`src/rtl/ifa_consts.svh`:
```
`ifndef IFA_CONSTS_SVH
`define IFA_CONSTS_SVH
// register byte offsets on the apb bus
`define IFA_OFF_FLAGS_LOW   12'h000
`define IFA_OFF_FLAGS_MID   12'h004
`define IFA_OFF_FLAGS_HIGH  12'h008
`define IFA_OFF_TICK_CTRL   12'h00c
`define IFA_OFF_CONV_CTRL   12'h010
`define IFA_OFF_KEY_CTRL    12'h014
// tick control fields
`define IFA_TICK_RATE_LSB   0
`define IFA_TICK_IE_BIT     4
`define IFA_TICK_FLAG_BIT   5
`define IFA_TICK_ACK_BIT    6
`define IFA_TICK_ON_BIT     7
// converter control fields
`define IFA_CONV_IE_BIT     0
`define IFA_CONV_DONE_BIT   1
// keypad control fields
`define IFA_KEY_ACK_BIT     0
`define IFA_KEY_PEND_BIT    1
`define IFA_EXT_ACK_BIT     2
`define IFA_EXT_PEND_BIT    3
// reset values
`define IFA_RST_TICK_RATE   3'h0
`define IFA_RST_BYTE        8'h00
// timebase chain: rate n gives period of 2**(base+2n) cycles
`define IFA_TICK_BASE_LOG2  5'h03
`define IFA_TICK_STEP_LOG2  5'h02
`endif

```
`src/rtl/ifa_pkg.sv`:
```
`default_nettype none
package ifa_pkg;
  // apb request from the master
  typedef struct packed {
    logic        psel;
    logic        penable;
    logic        pwrite;
    logic [11:0] paddr;
    logic [31:0] pwdata;
  } ifa_apb_req_t;
  // request lines of the peripherals (flags 2..13)
  typedef struct packed {
    logic [11:0] src;
  } ifa_periph_t;
endpackage
`default_nettype wire

```
`src/rtl/ifa_top.sv`:
```
// Notes on behaviour
// - low keypad pin latches keypad request
// - converter done raises request when enabled
// - done flag unused while converter interrupts enabled
// - three-bit field selects tick rate
// - chain rollover sets tick flag
// - tick request only when tick enable set
// - writing one to acknowledge clears tick
// - only maskable sources have status flags
// - flags one to eight assigned as listed
// - flags nine to sixteen assigned as listed
// - flag reads one while request present
// - low register holds flags six..one, bits 1:0 zero
// - mid register holds flags fourteen..seven
// - high register holds sixteen,fifteen; upper zero
// - low external pin latches flag one
//
// Our own choices: the APB register port and the register addresses.
`include "ifa_consts.svh"
`default_nettype none
module ifa_top (
  // clock and reset
  input  wire logic                 i_clk_sys,
  input  wire logic                 i_srst,
  // apb slave
  input  wire ifa_pkg::ifa_apb_req_t i_apb,
  output logic [31:0]               o_prdata,
  output logic                      o_pready,
  output logic                      o_pslverr,
  // external pins, asynchronous, active low
  input  wire logic                 i_ext_irq_n,
  input  wire logic [7:0]           i_keypad_pins_n,
  // on-chip sources
  input  wire ifa_pkg::ifa_periph_t i_periph,
  input  wire logic                 i_conv_done,
  // request lines to the cpu core
  output logic [15:0]               o_irq_req
);
  import ifa_pkg::*;

  ////////////////////////////////////////////////////////////////////
  // pin synchronisers
  logic       ext_s1_r;             // first stage, read only by second
  logic       ext_s2_r;             // synchronised external pin
  logic [7:0] key_s1_r;             // first stage keypad
  logic [7:0] key_s2_r;             // synchronised keypad

  // two flops per pin before any logic
  always_ff @(posedge i_clk_sys) begin
    if (i_srst) begin
      ext_s1_r <= 1'b1;
      ext_s2_r <= 1'b1;
      key_s1_r <= 8'hff;
      key_s2_r <= 8'hff;
    end else begin
      ext_s1_r <= i_ext_irq_n;
      ext_s2_r <= ext_s1_r;
      key_s1_r <= i_keypad_pins_n;
      key_s2_r <= key_s1_r;
    end
  end

  ////////////////////////////////////////////////////////////////////
  // bus decode
  logic wr_en;                      // write access phase
  logic rd_en;                      // read access phase
  logic hit_low, hit_mid, hit_high; // status registers
  logic hit_tick, hit_conv, hit_key;// control registers
  logic hit_any;                    // mapped address

  // a write lands only at the edge where the master sees pready high
  assign wr_en    = i_apb.psel & i_apb.penable & i_apb.pwrite & o_pready;
  assign rd_en    = i_apb.psel & i_apb.penable & ~i_apb.pwrite;
  assign hit_low  = (i_apb.paddr == `IFA_OFF_FLAGS_LOW);
  assign hit_mid  = (i_apb.paddr == `IFA_OFF_FLAGS_MID);
  assign hit_high = (i_apb.paddr == `IFA_OFF_FLAGS_HIGH);
  assign hit_tick = (i_apb.paddr == `IFA_OFF_TICK_CTRL);
  assign hit_conv = (i_apb.paddr == `IFA_OFF_CONV_CTRL);
  assign hit_key  = (i_apb.paddr == `IFA_OFF_KEY_CTRL);
  assign hit_any  = hit_low | hit_mid | hit_high | hit_tick | hit_conv | hit_key;

  logic tick_wr, conv_wr, key_wr;   // register writes
  assign tick_wr = wr_en & hit_tick;
  assign conv_wr = wr_en & hit_conv;
  assign key_wr  = wr_en & hit_key;

  ////////////////////////////////////////////////////////////////////
  // control registers
  logic [2:0] tick_rate_select_r;   // timebase rate field
  logic       tick_irq_enable_r;    // timebase interrupt enable
  logic       tick_on_r;            // timebase counter running
  logic       conv_irq_enable_r;    // converter interrupt enable

  // software-written control bits
  always_ff @(posedge i_clk_sys) begin
    if (i_srst) begin
      tick_rate_select_r <= `IFA_RST_TICK_RATE;
      tick_irq_enable_r  <= 1'b0;
      tick_on_r          <= 1'b0;
      conv_irq_enable_r  <= 1'b0;
    end else begin
      if (tick_wr) begin
        tick_rate_select_r <= i_apb.pwdata[`IFA_TICK_RATE_LSB +: 3];
        tick_irq_enable_r  <= i_apb.pwdata[`IFA_TICK_IE_BIT];
        tick_on_r          <= i_apb.pwdata[`IFA_TICK_ON_BIT];
      end
      if (conv_wr) begin
        conv_irq_enable_r <= i_apb.pwdata[`IFA_CONV_IE_BIT];
      end
    end
  end

  ////////////////////////////////////////////////////////////////////
  // timebase counter chain
  logic [18:0] chain_r;             // free counter
  logic [4:0]  tap_sel;             // period exponent
  logic        rollover;            // chain wrapped at selected tap
  logic [18:0] tap_mask;            // low bits that must be ones

  assign tap_sel  = `IFA_TICK_BASE_LOG2 + (5'(tick_rate_select_r) << 1);
  assign tap_mask = 19'((20'h00001 << tap_sel) - 20'h00001);
  assign rollover = tick_on_r & ((chain_r & tap_mask) == tap_mask);

  // chain runs while enabled, cleared when stopped
  always_ff @(posedge i_clk_sys) begin
    if (i_srst) begin
      chain_r <= 19'h00000;
    end else if (!tick_on_r) begin
      chain_r <= 19'h00000;
    end else begin
      chain_r <= chain_r + 19'h00001;
    end
  end

  ////////////////////////////////////////////////////////////////////
  // latched requests
  logic tick_flag_r;                // timebase flag
  logic key_pend_r;                 // keypad request latch
  logic ext_pend_r;                 // external pin request latch
  logic conv_done_flag_r;           // converter done flag
  logic tick_ack, key_ack, ext_ack; // acknowledge writes
  logic conv_req;                   // converter request to cpu
  logic tick_req;                   // timebase request to cpu

  assign tick_ack = tick_wr & i_apb.pwdata[`IFA_TICK_ACK_BIT];
  assign key_ack  = key_wr & i_apb.pwdata[`IFA_KEY_ACK_BIT];
  assign ext_ack  = key_wr & i_apb.pwdata[`IFA_EXT_ACK_BIT];

  // set wins over acknowledge in the same cycle
  always_ff @(posedge i_clk_sys) begin
    if (i_srst) begin
      tick_flag_r      <= 1'b0;
      key_pend_r       <= 1'b0;
      ext_pend_r       <= 1'b0;
      conv_done_flag_r <= 1'b0;
    end else begin
      tick_flag_r <= rollover | (tick_flag_r & ~tick_ack);
      key_pend_r  <= (~&key_s2_r) | (key_pend_r & ~key_ack);
      ext_pend_r  <= ~ext_s2_r | (ext_pend_r & ~ext_ack);
      // done flag only tracks completion while interrupts are off
      conv_done_flag_r <= (i_conv_done & ~conv_irq_enable_r) |
                          (conv_done_flag_r & ~conv_wr & ~conv_irq_enable_r);
    end
  end

  // converter interrupt pending, cleared by any converter control write
  logic conv_pend_r;                // converter request latch
  always_ff @(posedge i_clk_sys) begin
    if (i_srst) begin
      conv_pend_r <= 1'b0;
    end else begin
      conv_pend_r <= (i_conv_done & conv_irq_enable_r) |
                     (conv_pend_r & ~conv_wr & conv_irq_enable_r);
    end
  end

  assign conv_req = conv_pend_r;
  assign tick_req = tick_flag_r & tick_irq_enable_r;

  ////////////////////////////////////////////////////////////////////
  // flag vector, index 0 is flag one; no reset or soft instr flag
  logic [15:0] flags;               // present requests
  assign flags = {tick_req,         // flag 16
                  conv_req,         // flag 15
                  key_pend_r,       // flag 14
                  i_periph.src,     // flags 13..2
                  ext_pend_r};      // flag 1

  // status bytes, read-only, upper flag in upper bit
  logic [7:0] low_byte, mid_byte, high_byte;
  assign low_byte  = {flags[5:0], 2'b00};
  assign mid_byte  = flags[13:6];
  assign high_byte = {6'h00, flags[15:14]};

  // control readback
  logic [7:0] tick_byte, conv_byte, key_byte;
  assign tick_byte = {tick_on_r, 1'b0, tick_flag_r, tick_irq_enable_r,
                      1'b0, tick_rate_select_r};
  assign conv_byte = {6'h00, conv_done_flag_r, conv_irq_enable_r};
  assign key_byte  = {4'h0, ext_pend_r, 1'b0, key_pend_r, 1'b0};

  // read mux; writes to status offsets fall through unused
  logic [7:0] rd_byte;              // selected register
  assign rd_byte = hit_low  ? low_byte  :
                   hit_mid  ? mid_byte  :
                   hit_high ? high_byte :
                   hit_tick ? tick_byte :
                   hit_conv ? conv_byte :
                   hit_key  ? key_byte  : 8'h00;

  ////////////////////////////////////////////////////////////////////
  // apb answer: ready in the second access cycle (one wait state), error on unmapped
  logic pready_nxt;                 // access phase seen
  assign pready_nxt = i_apb.psel & i_apb.penable & ~o_pready;

  always_ff @(posedge i_clk_sys) begin
    if (i_srst) begin
      o_pready  <= 1'b0;
      o_pslverr <= 1'b0;
      o_prdata  <= 32'h00000000;
    end else begin
      o_pready  <= pready_nxt;
      o_pslverr <= pready_nxt & ~hit_any;
      o_prdata  <= (pready_nxt & ~i_apb.pwrite) ? {24'h000000, rd_byte} : 32'h00000000;
    end
  end

  // registered request lines to the cpu
  always_ff @(posedge i_clk_sys) begin
    if (i_srst) begin
      o_irq_req <= 16'h0000;
    end else begin
      o_irq_req <= flags;
    end
  end
endmodule
`default_nettype wire

```
`config.mk`:
```
export PLATFORM = sky130hd
export DESIGN_NAME = ifa_top
export DESIGN_NICKNAME = d
export VERILOG_FILES = /design/src/rtl/ifa_pkg.sv /design/src/rtl/ifa_top.sv
export VERILOG_INCLUDE_DIRS = /design/src /design/src/rtl
export SDC_FILE = /design/constraint.sdc
export NUM_CORES = 1
export LEC_CHECK = 0
export ABC_AREA = 1
export ABC_CLOCK_PERIOD_IN_PS = 3100
export BUFFER_PORTS_ARGS = -buffer_cell sky130_fd_sc_hd__buf_4
export CAP_MARGIN = 0
export CORE_MARGIN = 1.5
export CORE_UTILIZATION = 50
export DETAILED_ROUTE_END_ITERATION = 12
export GPL_ROUTABILITY_DRIVEN = 1
export GPL_TIMING_DRIVEN = 0
export PLACE_DENSITY_LB_ADDON = 0.2
export SETUP_SLACK_MARGIN = 0.1
export SKIP_CTS_REPAIR_TIMING = 1
export SYNTH_ARGS = -nofsm -noshare
export SYNTH_HDL_FRONTEND = slang
export SYNTH_SLANG_ARGS = --single-unit
```
`constraint.sdc`:
```
create_clock -name i_clk_sys -period 3.1 [get_ports i_clk_sys]
set_clock_uncertainty 0.1 [all_clocks]
set_input_delay 0.465 -clock i_clk_sys [delete_from_list [all_inputs] [get_ports i_clk_sys]]
set_output_delay 0.465 -clock i_clk_sys [all_outputs]
set_load 0.01 [all_outputs]
```
After elaboration in Yosys (flattened, before gate mapping)
Cells that the tools add are included.
- bits in registers: 98
- input bits: 71
- add/sub/neg operators: 3
- equal/unequal tests: 6
- shift-type cells: 1
- mux-type cells: 6
- bitwise logic cells: 45
- reduce and logical (&&, ||, !) cells: 6
- operators by type and width (cell ; number):
    $mux 8 ; 4
    $eq 12x4->1 const B ; 2
    $eq 12x5->1 const B ; 2
    $and 1x1->1 ; 23
    $add 19x1->19 const B ; 1
    $and 19x19->19 ; 1
    $eq 19x19->1 ; 1
    $shl 1x5->19 const A ; 1
    $sub 19x1->19 const B ; 1
    $eq 12x3->1 const B ; 1
    $logic_not 12->1 ; 1
    $not 1->1 ; 11
    $or 1x1->1 ; 10
    $mux 4 ; 2
    $reduce_and 8->1 ; 1
    $add 2x4->5 const A ; 1
    $reduce_or 2->1 ; 2
    $reduce_or 3->1 ; 1
    $logic_not 1->1 ; 1

Logic depth before layout (Yosys ltp)
- depth in word-level cells: 8
- gate-level depth with buffers: 13
- gate-level depth less buffers: 12

Worst setup path before layout
OpenSTA, ideal clock, no wires.
- path type: register -> register
- start point: register tick_rate_select_r[1]
- end point: register tick_flag_r
- setup time: 70 ps
- data arrival time: 1621 ps
- required time: 2930 ps
- path slack: 1309 ps
- stages on the path, launching flop included: 14
- period minus slack after synthesis: 1791 ps
- cell sequence: dfxtp_1 > buf_2 > nor2_1 > nand2_1 > ha_1 > inv_1 > nor2_1 > nor2_1 > nand3_1 > nor2_1 > nand2_1 > nor2_1 > nand3_1 > a21oi_1
- longest elaborated chain between the ends: 7
- RTL lines (what ; line ; source):
    from (decl) ; ifa_top.sv:89 ; logic [2:0] tick_rate_select_r;
    from (signal assigned) ; ifa_top.sv:97 ; tick_rate_select_r <= `IFA_RST_TICK_RATE;
    from (signal assigned) ; ifa_top.sv:103 ; tick_rate_select_r <= i_apb.pwdata[`IFA_TICK_RATE_LSB +: 3];
    $add 2x4->5 (no line) * ; -- ;
    $shl 1x5->19 * ; ifa_top.sv:121 ; assign tap_mask = 19'((20'h00001 << tap_sel) - 20'h00001);
    $sub 19x1->19 * ; ifa_top.sv:121 ;
    $and 19x19->19 ; ifa_top.sv:122 ; assign rollover = tick_on_r & ((chain_r & tap_mask) == tap_mask);
    $eq 19x19->1 * ; ifa_top.sv:122 ;
    $and 1x1->1 * ; ifa_top.sv:122 ;
    $or 1x1->1 * ; ifa_top.sv:157 ; tick_flag_r <= rollover | (tick_flag_r & ~tick_ack);
    to (signal assigned) ; ifa_top.sv:157 ;
    to (decl) ; ifa_top.sv:137 ; logic tick_flag_r;
Every way passes the cells marked *; elsewhere a longest branch is shown, timed or not.
A chain may end at the register's enable or synchronous reset.

Worst setup path after layout
Ends and elaborated chain as after synthesis.

==> metrics.log <==
[metrics] result of the run: finished, final reports clean
[metrics] pre-CTS worst setup slack: 0.982 ns
[metrics] post-detail-place hpwl: 5270 µm
[metrics] accumulated negative setup slack: 0 ns
[metrics] iteration-0 DRC count of the detailed router: 128
[metrics] worst reg2reg path startpoint: tick_rate_select_r[1]
[metrics] Clk Tree Root Cell: sky130_fd_sc_hd__clkbuf_8
[metrics] worst setup path startpoint: tick_rate_select_r[1]
[metrics] area share of the leading cell type in the synthesized netlist: 44.3%
[metrics] CTS tree: done
[metrics] HP Start: i_keypad_pins_n[7]
[metrics] count of input and output buffers: 70
[metrics] routed length per instance: 11.0 µm
[metrics] largest buffer count on any clock path: 2
[metrics] Core Util, Final: 66.4%
[metrics] wire length of the first global-routing pass: 11800 µm
[metrics] pwr dens: 454 nW/µm²
[metrics] remaining antenna violation count: 0
[metrics] total leakage power: 0.00196 µW
[metrics] area fraction in compound gates after synthesis: 8.54%
[metrics] Slew Viols, Final: 0
[metrics] pin count of the biggest net entering global routing: 15
[metrics] Area growth syn-to-layout: 27.9%
[metrics] effective utilization at floorplan: 51.9%
[metrics] clock transition time at the flip-flop clock pins of the worst setup and hold paths: 0.08 ns
[metrics] Synth Area in XOR/XNOR: 0.532%
[metrics] RSZ-0062 raised after global routing: no
[metrics] Crit. End Element: flip-flop
[metrics] setup violation total in the final timing report: 0
[metrics] slew of the pin with the lowest slew margin: 0.586 ns
[metrics] area share of fa/ha/maj cells after synthesis: 1.14%
[metrics] simple logic cell fraction of the synthesized area: 31.4%
[metrics] Data arrival, critical path: 2.31 ns
[metrics] final-layout worst hold slack: 0.194 ns
[metrics] Synth Warn #: 0
[metrics] synthesized netlist cell count: 442
[metrics] final-report hold violation count: 0
[metrics] number of cell rows: 29
[metrics] final worst setup slack: 0.965 ns
[metrics] final RePlAce weighted congestion: 0.839
[metrics] largest driver fanout on the critical path: 10
[metrics] CTS buffer count: 9
[metrics] max frequency: 468 MHz
[metrics] cell taking the most area after synthesis: sky130_fd_sc_hd__dfxtp_1
[metrics] vertical extent of the die: 84.2 µm
[metrics] share of synthesized flip-flops with an asynchronous set or reset: 0%
[metrics] worst-case reg-to-reg path depth: 13
[metrics] fraction of layout cells with a size suffix above 1: 28.5%
[metrics] crit share post-route: 68.9%
[metrics] remaining global-route overflow: 0
[metrics] commonest cells in the netlist: sky130_fd_sc_hd__nand2_1, sky130_fd_sc_hd__dfxtp_1, sky130_fd_sc_hd__inv_1
[metrics] capturing element of the worst setup path: tick_flag_r
[metrics] Mean Syn Cell Area: 7.46 µm²
[metrics] top cells by area, synth: sky130_fd_sc_hd__dfxtp_1, sky130_fd_sc_hd__nand2_1, sky130_fd_sc_hd__inv_1
[metrics] vias after detailed routing: 2945
[metrics] total routing usage reported by global routing: 20.6%
[metrics] IR Drop Worst-Case VDD: 347 µV
[metrics] WL final: 6880 µm
[metrics] number of distinct library cells after synthesis: 33
[metrics] Crit Path Category: flip-flop to flip-flop
[metrics] relative max-transition margin: 60.8%
[metrics] mux cell area share after synthesis: 0%
[metrics] TritonCTS sink count: 73
[metrics] core area: 6350 µm²
[metrics] number of flip-flops and latches in the synthesized netlist: 73
[metrics] Avg Vias per Cell: 4.69
[metrics] Crit path required time: 3.28 ns
[metrics] area of the mapped netlist: 3300 µm²
[metrics] largest family of logic cells by synthesized area: simple AND/OR/NAND/NOR gates
[metrics] count of pins on the block boundary: 121
[metrics] count of flip-flops with a built-in enable after synthesis: 0
[metrics] Startpoint Class: flip-flop
[metrics] register-to-register setup slack: 0.96 ns
[metrics] most used flip-flop cell after synthesis: sky130_fd_sc_hd__dfxtp_1
[metrics] Die X-Extent: 84.2 µm
[metrics] number of max-capacitance violations reported: 0
[metrics] cell with the most instances after synthesis: sky130_fd_sc_hd__nand2_1
[metrics] clk_lat worst skew: 0.35 ns
[metrics] post-synthesis sequential area ratio: 44.3%
[metrics] drt pass-1 iters: 4
[metrics] final-layout fill cell count: 544
[metrics] number of antenna violations at the first check in global routing: 0
[metrics] NumNets Final: 620
[metrics] number of global-route vias before repair: 2750
[metrics] class of the worst hold path: input pin to flip-flop
[metrics] crit path time final: 2.14 ns
[metrics] area of the die: 7090 µm²
[metrics] antenna cell count: 0
[metrics] DR DRC count: 0
[metrics] total number of H-tree levels: 3
[metrics] worst reg2reg endpoint: tick_flag_r
logic make-up (layout without fill, tap and decap cells):
logic type	Yosys count	count (layout)
compound gates	54	54
fa+ha+maj	3	3
flops	73	73
xor+xnor	2	2
buf+inv	96	182
other cells	2	25
simple gates	212	212
stage by stage:
step                power [µW]  instances  instance area [µm²]
floorplan                 1070        465                 3380
global placement          1150        612                 4000
detailed placement        1150        612                 4000
CTS                       1930        628                 4220
global route              1990        628                 4220
finish                    1910        628                 4220
worst max-delay path: stages (launching register included):
cell and delay (ns):
sky130_fd_sc_hd__dfxtp_1 0.30, sky130_fd_sc_hd__buf_2 0.17, sky130_fd_sc_hd__nor2_1 0.18, sky130_fd_sc_hd__nand2_1 0.13, sky130_fd_sc_hd__ha_1 0.29, sky130_fd_sc_hd__inv_1 0.20, sky130_fd_sc_hd__nor2_1 0.06, sky130_fd_sc_hd__nor2_1 0.11
sky130_fd_sc_hd__nand3_1 0.08, sky130_fd_sc_hd__nor2_1 0.09, sky130_fd_sc_hd__nand2_1 0.05, sky130_fd_sc_hd__nor2_1 0.11, sky130_fd_sc_hd__nand3_1 0.09, sky130_fd_sc_hd__a21oi_1 0.11
worst min-delay path by stage:
stage | endpoint | slack (ns) | depth (start not counted)
floorplan | ext_pend_r | 0.29 | 1
global placement | key_s2_r[3] | 0.29 | 1
detailed placement | key_s2_r[5] | 0.29 | 1
CTS | key_s1_r[7] | 0.19 | 2
global route | key_s1_r[5] | 0.18 | 2
finish | key_s1_r[7] | 0.19 | 2
power by group:
part	internal [µW]	switching [µW]	total, µW	leakage, µW
sequential	962	8.36	970	0.000597
clock	405	381	786	0.000101
combinational	86.6	71.3	158	0.00126
placed cells by master (no fill, tap or decap), types with 2 or more instances in the layout:
cell                         instances
sky130_fd_sc_hd__or2_2              19
sky130_fd_sc_hd__clkinvlp_4          2
sky130_fd_sc_hd__nor3_1             11
sky130_fd_sc_hd__nor3_2              2
sky130_fd_sc_hd__o21ai_0            21
sky130_fd_sc_hd__inv_2               2
sky130_fd_sc_hd__nor2_1             52
sky130_fd_sc_hd__a31oi_1             3
sky130_fd_sc_hd__a21oi_1            26
sky130_fd_sc_hd__nor2_4              5
sky130_fd_sc_hd__inv_1              60
sky130_fd_sc_hd__inv_6               2
sky130_fd_sc_hd__nor2_2              3
sky130_fd_sc_hd__conb_1             25
sky130_fd_sc_hd__nand2_2             7
sky130_fd_sc_hd__buf_4              94
sky130_fd_sc_hd__buf_2               4
sky130_fd_sc_hd__nand2_4             2
sky130_fd_sc_hd__nor4_1              2
sky130_fd_sc_hd__clkbuf_8           10
sky130_fd_sc_hd__dfxtp_1            73
sky130_fd_sc_hd__nand3_1            25
sky130_fd_sc_hd__nand2_1            74
sky130_fd_sc_hd__nand4_1             8
sky130_fd_sc_hd__clkbuf_1            4
sky130_fd_sc_hd__ha_1                3
state kept, by name, summed over array words and instances, names as in the netlist:
register	cells
key_s1_r	8
conv_irq_enable_r	1
chain_r	18
key_s2_r	8
ext_s2_r	1
ext_s1_r	1
key_pend_r	1
tick_flag_r	1
o_pready	1
conv_pend_r	1
o_prdata	8
tick_on_r	1
ext_pend_r	1
tick_rate_select_r	3
conv_done_flag_r	1
tick_irq_enable_r	1
o_pslverr	1
o_irq_req	16
routing by layer:
metal  vias up  global-route usage (%)  routed length, µm
li1       1556                       -                  -
met1      1292                    25.4               3120
met2        87                    34.3               3230
met3        10                    5.01                422
met4         0                    8.94                107
met5         -                       0                  0
cell type report:
type	count	area, µm²	area share (%)
inverter	64	241	5.73
sequential	73	1460	34.7
timing repair buffer	70	526	12.5
clock inverter	6	73.8	1.75
clock buffer	10	138	3.27
buffer	32	215	5.11
tap	77	96.3	2.29
multi-input combinational	296	1460	34.7
No activity file was read; power rests on OpenSTA's default activity.
